`src/hdl/splw_consts.svh`:
```
`ifndef SPLW_CONSTS_SVH
`define SPLW_CONSTS_SVH
// Summary of operation
// [RULE1] Stuck link for full timeout pulses power
// [RULE2] Timeout codes 1..6 map 100ms..2s
// [RULE3] Timeout code zero never pulses power
// [RULE4] Expiry clears and restarts timeout counter
// [RULE5] Toggle field zero gives 350ms pulse
// [RULE6] Each toggle step adds 10ms
// [RULE7] Pulse counter cleared when toggle finishes
// [RULE8] Toggle time shapes only recovery pulse
// [RULE9] Invalid means one state 0x4..0x9 throughout
// [RULE10] Split only ports 4,5 via bits 5,6
// [RULE11] Power low during pulse, high otherwise
// [RULE12] Per-port counters run only when enabled

// -----------------------------------------------
// Register indices (byte address is four times)
// -----------------------------------------------
`define SPLW_IDX_SPLIT_EN 16'h3c48
`define SPLW_IDX_TIMEOUT  16'h4171
`define SPLW_IDX_TOGGLE   16'h4176
`define SPLW_IDX_STATUS   16'h4177

// -----------------------------------------------
// Reset values and fields
// -----------------------------------------------
`define SPLW_RST_SPLIT_EN 8'h00
`define SPLW_RST_TIMEOUT  3'h5
`define SPLW_RST_TOGGLE   8'h05
`define SPLW_EN_MASK      8'h60
`define SPLW_EN_P4_BIT    5
`define SPLW_EN_P5_BIT    6
`define SPLW_LS_FIRST_BAD 4'h4
`define SPLW_LS_LAST_BAD  4'h9

// -----------------------------------------------
// Timing
// -----------------------------------------------
`define SPLW_CLK_KHZ       125000
`define SPLW_TICK_MS       10
`define SPLW_TICK_CYCLES   (`SPLW_TICK_MS * `SPLW_CLK_KHZ)
`define SPLW_TO1_MS        100
`define SPLW_TO2_MS        250
`define SPLW_TO3_MS        500
`define SPLW_TO4_MS        750
`define SPLW_TO5_MS        1000
`define SPLW_TO6_MS        2000
`define SPLW_PULSE_MIN_MS  350
`define SPLW_PULSE_STEP_MS 10
`endif

```
`src/hdl/splw_pkg.sv`:
```
package splw_pkg;
   // Recovery sequencer state of one port
   typedef enum logic [0:0] {
      SPLW_ST_WATCH = 1'b0,
      SPLW_ST_PULSE = 1'b1
   } splw_state_t;
   // Link training state code of one port
   typedef logic [3:0] splw_link_state_t;
endpackage

```
`src/hdl/splw_top.sv`:
```
// The implementer's own choice: the Avalon-MM interface to the registers.
`timescale 1ns/1ps
`default_nettype none
`include "splw_consts.svh"
module splw_top #(
   parameter int unsigned P_TICK_CYCLES = `SPLW_TICK_CYCLES
) (
   // Clock and reset
   input  wire logic                       i_clk_sys,
   input  wire logic                       i_arst_n,
   // Avalon-MM slave
   input  wire logic [17:0]                i_avs_address,
   input  wire logic                       i_avs_read,
   input  wire logic                       i_avs_write,
   input  wire logic [31:0]                i_avs_writedata,
   input  wire logic [3:0]                 i_avs_byteenable,
   output logic [31:0]                     o_avs_readdata,
   output logic                            o_avs_waitrequest,
   // Link state of ports 4 and 5
   input  wire splw_pkg::splw_link_state_t i_link_state_p4,
   input  wire splw_pkg::splw_link_state_t i_link_state_p5,
   // Split power outputs
   output logic                            o_superspeed_split_power_out_p4,
   output logic                            o_superspeed_split_power_out_p5
);
   import splw_pkg::*;

   // -----------------------------------------------
   // Reset release
   // -----------------------------------------------
   logic rst_meta_reg;   // First stage
   logic rst_n_reg;      // Released copy

   // Release reset through two flops
   always_ff @(posedge i_clk_sys or negedge i_arst_n) begin
      if (!i_arst_n) begin
         rst_meta_reg <= 1'b0;
         rst_n_reg    <= 1'b0;
      end else begin
         rst_meta_reg <= 1'b1;
         rst_n_reg    <= rst_meta_reg;
      end
   end

   // -----------------------------------------------
   // Helpers
   // -----------------------------------------------
   // Word hit on a register index
   function automatic logic reg_hit(input logic [17:0] addr,
                                    input logic [15:0] idx);
      reg_hit = (addr[1:0] == 2'h0) && (addr[17:2] == idx);
   endfunction

   // -----------------------------------------------
   // Registers
   // -----------------------------------------------
   logic [7:0]  split_en_reg;      // superspeed_split_enable_reg
   logic [7:0]  split_en_next;
   logic [2:0]  timeout_reg;       // split_link_timeout_cfg
   logic [2:0]  timeout_next;
   logic [7:0]  toggle_reg;        // split_power_pulse_cfg
   logic [7:0]  toggle_next;
   logic        ack_reg;           // Answer cycle
   logic [31:0] rdata_next;        // Read data to latch
   logic        pulsing_p4;        // Port 4 recovering
   logic        pulsing_p5;        // Port 5 recovering

   // -----------------------------------------------
   // Bus decode
   // -----------------------------------------------
   wire req        = i_avs_read || i_avs_write;
   wire hit_en     = reg_hit(i_avs_address, `SPLW_IDX_SPLIT_EN);
   wire hit_to     = reg_hit(i_avs_address, `SPLW_IDX_TIMEOUT);
   wire hit_tg     = reg_hit(i_avs_address, `SPLW_IDX_TOGGLE);
   wire hit_st     = reg_hit(i_avs_address, `SPLW_IDX_STATUS);
   // Write lands on the answer cycle, low lane only
   wire wr_fire    = i_avs_write && ack_reg && i_avs_byteenable[0];
   // Read data latched on the first request cycle
   wire rd_take    = i_avs_read && !ack_reg;
   wire en_p4      = split_en_reg[`SPLW_EN_P4_BIT]; // RULE10
   wire en_p5      = split_en_reg[`SPLW_EN_P5_BIT]; // RULE10

   // Status word: pulse flags and power levels
   wire [31:0] status_word = {28'h0,
                              o_superspeed_split_power_out_p5,
                              o_superspeed_split_power_out_p4,
                              pulsing_p5,
                              pulsing_p4};

   // Waitrequest drops one cycle after a request
   assign o_avs_waitrequest = req && !ack_reg;

   // Register next values and read mux
   always_comb begin
      split_en_next = split_en_reg;
      timeout_next  = timeout_reg;
      toggle_next   = toggle_reg;
      // Only ports 4 and 5 can be split
      if (wr_fire && hit_en) begin
         split_en_next = i_avs_writedata[7:0] & `SPLW_EN_MASK; // RULE10
      end
      // Upper timeout bits are not stored
      if (wr_fire && hit_to) begin
         timeout_next = i_avs_writedata[2:0]; // RULE2
      end
      // Toggle time feeds only the pulse length
      if (wr_fire && hit_tg) begin
         toggle_next = i_avs_writedata[7:0]; // RULE8
      end
      // Read selection, unmapped reads zero
      if (hit_en) begin
         rdata_next = {24'h0, split_en_reg};
      end else if (hit_to) begin
         rdata_next = {29'h0, timeout_reg};
      end else if (hit_tg) begin
         rdata_next = {24'h0, toggle_reg};
      end else if (hit_st) begin
         rdata_next = status_word;
      end else begin
         rdata_next = 32'h0;
      end
   end

   // Register file and bus answer
   always_ff @(posedge i_clk_sys or negedge rst_n_reg) begin
      if (!rst_n_reg) begin
         split_en_reg   <= `SPLW_RST_SPLIT_EN;
         timeout_reg    <= `SPLW_RST_TIMEOUT;
         toggle_reg     <= `SPLW_RST_TOGGLE;
         ack_reg        <= 1'b0;
         o_avs_readdata <= 32'h0;
      end else begin
         split_en_reg   <= split_en_next;
         timeout_reg    <= timeout_next;
         toggle_reg     <= toggle_next;
         ack_reg        <= req && !ack_reg;
         if (rd_take) begin
            o_avs_readdata <= rdata_next;
         end
      end
   end

   // -----------------------------------------------
   // Per-port watchdogs
   // -----------------------------------------------
   // Port 4 watchdog
   splw_port_timer #(
      .P_TICK_CYCLES (P_TICK_CYCLES)
   ) u_port4 (
      .i_clk_sys     (i_clk_sys),
      .i_rst_n       (rst_n_reg),
      .i_enable      (en_p4),
      .i_timeout_sel (timeout_reg),
      .i_toggle_time (toggle_reg),
      .i_link_state  (i_link_state_p4),
      .o_power       (o_superspeed_split_power_out_p4),
      .o_pulsing     (pulsing_p4)
   );

   // Port 5 watchdog
   splw_port_timer #(
      .P_TICK_CYCLES (P_TICK_CYCLES)
   ) u_port5 (
      .i_clk_sys     (i_clk_sys),
      .i_rst_n       (rst_n_reg),
      .i_enable      (en_p5),
      .i_timeout_sel (timeout_reg),
      .i_toggle_time (toggle_reg),
      .i_link_state  (i_link_state_p5),
      .o_power       (o_superspeed_split_power_out_p5),
      .o_pulsing     (pulsing_p5)
   );
endmodule
`default_nettype wire

```
`src/hdl/splw_port_timer.sv`:
```
`timescale 1ns/1ps
`default_nettype none
`include "splw_consts.svh"
module splw_port_timer #(
   parameter int unsigned P_TICK_CYCLES = `SPLW_TICK_CYCLES
) (
   // Clock and reset
   input  wire logic                       i_clk_sys,
   input  wire logic                       i_rst_n,
   // Configuration
   input  wire logic                       i_enable,
   input  wire logic [2:0]                 i_timeout_sel,
   input  wire logic [7:0]                 i_toggle_time,
   // Link status, same clock domain
   input  wire splw_pkg::splw_link_state_t i_link_state,
   // Power control and status
   output logic                            o_power,
   output logic                            o_pulsing
);
   import splw_pkg::*;

   // -----------------------------------------------
   // Timing helpers
   // -----------------------------------------------
   // Timeout code to ten-millisecond ticks
   function automatic logic [8:0] to_ticks(input logic [2:0] sel);
      case (sel)
         3'h1:    to_ticks = 9'(`SPLW_TO1_MS / `SPLW_TICK_MS); // RULE2
         3'h2:    to_ticks = 9'(`SPLW_TO2_MS / `SPLW_TICK_MS);
         3'h3:    to_ticks = 9'(`SPLW_TO3_MS / `SPLW_TICK_MS);
         3'h4:    to_ticks = 9'(`SPLW_TO4_MS / `SPLW_TICK_MS);
         3'h5:    to_ticks = 9'(`SPLW_TO5_MS / `SPLW_TICK_MS);
         3'h6:    to_ticks = 9'(`SPLW_TO6_MS / `SPLW_TICK_MS);
         default: to_ticks = 9'h000; // RULE3
      endcase
   endfunction

   splw_state_t state_reg, state_next;   // Sequencer
   logic [31:0] cyc_reg, cyc_next;       // Cycles within tick
   logic [8:0]  tick_reg, tick_next;     // Ticks elapsed
   logic [3:0]  last_reg;                // Previous link state
   logic [31:0] low_reg;                 // Checker: low cycles

   // -----------------------------------------------
   // Decode
   // -----------------------------------------------
   wire       bad_state  = (i_link_state >= `SPLW_LS_FIRST_BAD) &&
                           (i_link_state <= `SPLW_LS_LAST_BAD); // RULE9
   wire       same_state = (i_link_state == last_reg); // RULE9
   wire [8:0] limit      = to_ticks(i_timeout_sel);
   wire [8:0] pulse_len  = 9'(`SPLW_PULSE_MIN_MS / `SPLW_TICK_MS) +
                           9'(i_toggle_time); // RULE5 RULE6 RULE8
   wire       watch_on   = i_enable && (limit != 9'h000) &&
                           bad_state && same_state; // RULE1 RULE3
   wire       tick_wrap  = (cyc_reg == P_TICK_CYCLES - 32'd1);
   wire [8:0] tick_inc   = tick_reg + 9'h001;
   wire       in_pulse   = (state_reg == SPLW_ST_PULSE);
   wire       fire       = !in_pulse && watch_on && tick_wrap &&
                           (tick_inc == limit); // RULE1
   wire       done       = in_pulse && tick_wrap &&
                           (tick_inc == pulse_len); // RULE8
   wire       run        = in_pulse ? i_enable : watch_on; // RULE12
   wire       clear      = !run || fire || done; // RULE4 RULE7

   // Next state and counters
   always_comb begin
      cyc_next  = clear ? 32'h0 : (tick_wrap ? 32'h0 : cyc_reg + 32'h1);
      tick_next = clear ? 9'h000 : (tick_wrap ? tick_inc : tick_reg);
      if (!i_enable) begin
         state_next = SPLW_ST_WATCH; // RULE12
      end else if (fire) begin
         state_next = SPLW_ST_PULSE; // RULE1
      end else if (done) begin
         state_next = SPLW_ST_WATCH;
      end else begin
         state_next = state_reg;
      end
   end

   // Registers, power output comes from a flip-flop
   always_ff @(posedge i_clk_sys or negedge i_rst_n) begin
      if (!i_rst_n) begin
         state_reg <= SPLW_ST_WATCH;
         cyc_reg   <= 32'h0;
         tick_reg  <= 9'h000;
         last_reg  <= 4'h0;
         o_power   <= 1'b1;
         o_pulsing <= 1'b0;
         low_reg   <= 32'h0;
      end else begin
         state_reg <= state_next;
         cyc_reg   <= cyc_next;
         tick_reg  <= tick_next;
         last_reg  <= i_link_state;
         o_power   <= (state_next != SPLW_ST_PULSE); // RULE11
         o_pulsing <= (state_next == SPLW_ST_PULSE);
         low_reg   <= o_power ? 32'h0 : low_reg + 32'h1;
      end
   end
endmodule
`default_nettype wire

```
`config.mk`:
```
export PLATFORM = sky130hd
export DESIGN_NAME = splw_top
export DESIGN_NICKNAME = d
export VERILOG_FILES = /design/src/hdl/splw_pkg.sv /design/src/hdl/splw_top.sv /design/src/hdl/splw_port_timer.sv
export VERILOG_INCLUDE_DIRS = /design/src /design/src/hdl
export SDC_FILE = /design/constraint.sdc
export NUM_CORES = 1
export LEC_CHECK = 0
export ABC_AREA = 1
export BUFFER_PORTS_ARGS = -buffer_cell sky130_fd_sc_hd__buf_2
export CORE_ASPECT_RATIO = 0.9
export CORE_UTILIZATION = 25
export CTS_CLUSTER_SIZE = 12
export DETAILED_ROUTE_END_ITERATION = 8
export GPL_TIMING_DRIVEN = 0
export SYNTH_ARGS = -nofsm -noshare
export SYNTH_HDL_FRONTEND = slang
export SYNTH_SLANG_ARGS = --single-unit
export TNS_END_PERCENT = 10
```
`constraint.sdc`:
```
create_clock -name i_clk_sys -period 4.91 [get_ports i_clk_sys]
set_input_delay 0.982 -clock i_clk_sys [delete_from_list [all_inputs] [get_ports i_clk_sys]]
set_output_delay 0.982 -clock i_clk_sys [all_outputs]
set_load 0.01 [all_outputs]
```
==> out/results.ini <==
[status]
outcome = finished clean

[setup_path]
critPathMaxFanout = 10
required_ns = 5.22
ff2ff_setup_slack_ns = 2.26
cp.arrival_ns = 2.95
cp-start-kind = register
worstSetupPathType = reg -> reg
cp-end-kind = register
r2r_end = u_port5.tick_reg[5]
rr_worst_depth = 15
timing.rr.start = toggle_reg[0]

[sta]
hold_viol = 0
finalCritPeriodShare_pct = 53.9
whs_ns = 0.338
rsz0062_at_grt = no
tightest_slew_ns = 0.795
slew_violations = 0
max_freq_mhz = 378
finalClockSkew_ns = 0.0161
timing.setup.tns_ns = 0
max-slew-margin-rel_pct = 47.0
finalCriticalPeriod_ns = 2.65
finalSetupViolCount = 0

[detailed_routing]
firstDrtPassIters = 5
wl_mm = 18.9
drt_first_iter_violations = 490
wire_per_inst_um = 11.6
detail-route-antenna-nets = 0
vias = 7099
vias_per_cell = 4.38
drc_errors = 0

[global_route]
grt.overflow.total = 0
grt_max_degree = 60
track_usage_pct = 12.5
grt_pass1_wl_mm = 32.4
grt_pass1_vias = 6714
antenna_found_initial = 0

[synthesis]
synthTopCellsByCount = nand2_1 (259), nor2_1 (184), inv_1 (145)
syn_inst = 1109
synth_top_family_by_area = simple AND/OR/NAND/NOR gates
ys_seq_elements = 118
yosysWarnings = 0
yosys.area.top_type = dfrtp_1
synth-main-ff-cell = dfrtp_1
netlist_area_mm2 = 0.00782
synth_top_area_share_pct = 35.8
synthXorXnorAreaFrac_pct = 6.49
synthTopCellsByArea = dfrtp_1 (36%), nand2_1 (12%), nor2_1 (8.8%), inv_1 (7.0%), nand3_1 (5.2%)
yosysMostFrequentCell = nand2_1
async_flop_share_pct = 100
yosys.area_share.simple_pct = 37.9
synth.avg_cell_area_um2 = 7.05
synthDistinctLibCells = 43
muxShareOfSynthArea_pct = 0.432
synth_edf_count = 0
synth_fa_ha_area_share_pct = 0.800
yosysSeqAreaShare_pct = 37.8
synth-compound-area-share_pct = 4.99

[floorplan]
fp.dieW_um = 188
die_h_um = 170
fp.dieArea_mm2 = 0.0320
io_pins = 101
core_region_area_mm2 = 0.0308
rows = 61
initial_utilization_pct = 25.4

[clocking]
clk_pin_slew_ns = 0.05
post-cts-setup-buffers = 0
postCtsHoldBufs = 0
cts_sinks = 118
cts_made_buffers = 17
clk_path_buf_depth = 2
cts_tree = built
ctsResizeCount = 0
clk_root_buffer_cell = clkbuf_16
h-tree-depth = 4
clk_latency_ns = 0.42

[pwr]
p_total_mw = 2.43
peakVddDrop_v = 0.000209
p_leak_nw = 4.06
power_density_mw_per_mm2 = 261

[placed_design]
placed_area_mm2 = 0.00870
place_hpwl_mm = 14.6
port_buffers = 49
gp_congestion = 0.878

[finish]
seqCellArea_mm2 = 0.00296
syn_to_final_growth_pct = 19.2
multi_input_area_mm2 = 0.00406
final_layout_size_suffix_gt1_share_pct = 14.3
final.fill_count = 3359
antenna_cells = 0
layout.nets = 1272
design_area_mm2 = 0.00933

[job]
drv_cap = 0

[min_path]
hold_path.class = in -> async

[report_power, final]
group | leakage [nW] | switching [mW] | internal, mW
combinational | 2.16 | 0.0471 | 0.0356
clock | 0.307 | 0.446 | 0.907
sequential | 1.60 | 0.0134 | 0.981
[metrics by stage]
step,util [%],std cells,setup slack (ns)
6_report,30.2,1622,2.26
5_1_grt,30.2,1622,2.11
4_1_cts,30.2,1622,2.28
3_5_place_dp,28.2,1591,2.29
3_3_place_gp,28.1,1590,-0.168
2_1_floorplan,-,1132,1.39
[cells in the final DEF, fill, tap and decap left out, types with 3 or more instances in the layout]
master / Yosys / final
nor3_1: 42 / 42
buf_6: 8 / 8
a21oi_1: 11 / 11
nand3_1: 81 / 81
nand3_2: 5 / 5
xor2_1: 35 / 35
or2_2: 4 / 4
nor2_1: 184 / 184
buf_4: 27 / 27
clkbuf_16: 0 / 17
bufinv_16: 0 / 5
inv_2: 7 / 7
o21ai_0: 39 / 39
o21bai_1: 3 / 3
clkinv_2: 0 / 4
dfstp_2: 6 / 6
nand2_1: 259 / 259
dfrtp_1: 112 / 111
xnor2_1: 23 / 23
buf_2: 2 / 51
nor2_2: 11 / 11
o221ai_1: 4 / 4
nor4_1: 8 / 8
nand3b_1: 5 / 5
ha_1: 5 / 5
conb_1: 2 / 25
nor3_2: 6 / 6
nand4_1: 40 / 40
nor2_4: 3 / 3
nand2_2: 7 / 7
clkbuf_1: 4 / 7
mux2_2: 3 / 3
inv_1: 145 / 145
[area by class of cell]
type,instances,area share (%)
buffer,41,3.41
clock buffer,21,4.83
clock inverter,10,1.91
inverter,153,6.16
multi-input combinational,820,43.5
sequential,118,31.8
tap,409,5.49
timing repair buffer,50,2.93
[worst max-delay path by stage]
stage,startpoint,end,cells after the start
2_1_floorplan,rst_n_reg,ack_reg,0
3_3_place_gp,rst_n_reg,u_port4.cyc_reg[14],0
3_5_place_dp,toggle_reg[0],u_port5.tick_reg[6],15
4_1_cts,toggle_reg[0],u_port5.tick_reg[3],15
5_1_grt,toggle_reg[0],u_port5.tick_reg[4],15
6_report,toggle_reg[0],u_port5.tick_reg[5],15
[cell families (layout without fill, tap and decap cells)]
group,Yosys count,after routing
xor+xnor,58,58
flops,118,118
other cells,2,25
fa+ha+maj,5,5
mux,3,3
compound gates,67,67
simple gates,662,662
buf+inv,194,275
[worst max-delay path, stage by stage (launching register included)]
cell and delay [ns]:
dfstp_2 0.59, inv_1 0.10, ha_1 0.22, inv_1 0.08
nand4_1 0.22, nand2_1 0.13, nand2_1 0.08, nor2_1 0.29
inv_1 0.10, nand2_1 0.08, nand2_1 0.04, nor2_1 0.13
nand3_2 0.13, nand3_4 0.13, buf_6 0.18, nor2_1 0.05
[routing by layer]
metal	GRT usage [%]	up-vias	part of all wire, %
met1	16.8	3229	49
met2	19.7	171	45
met4	4.56	0	2.0
li1	-	3669	-
met3	2.56	30	4.1
met5	0	-	0
Note: power is estimated with default switching activity, not from simulation.
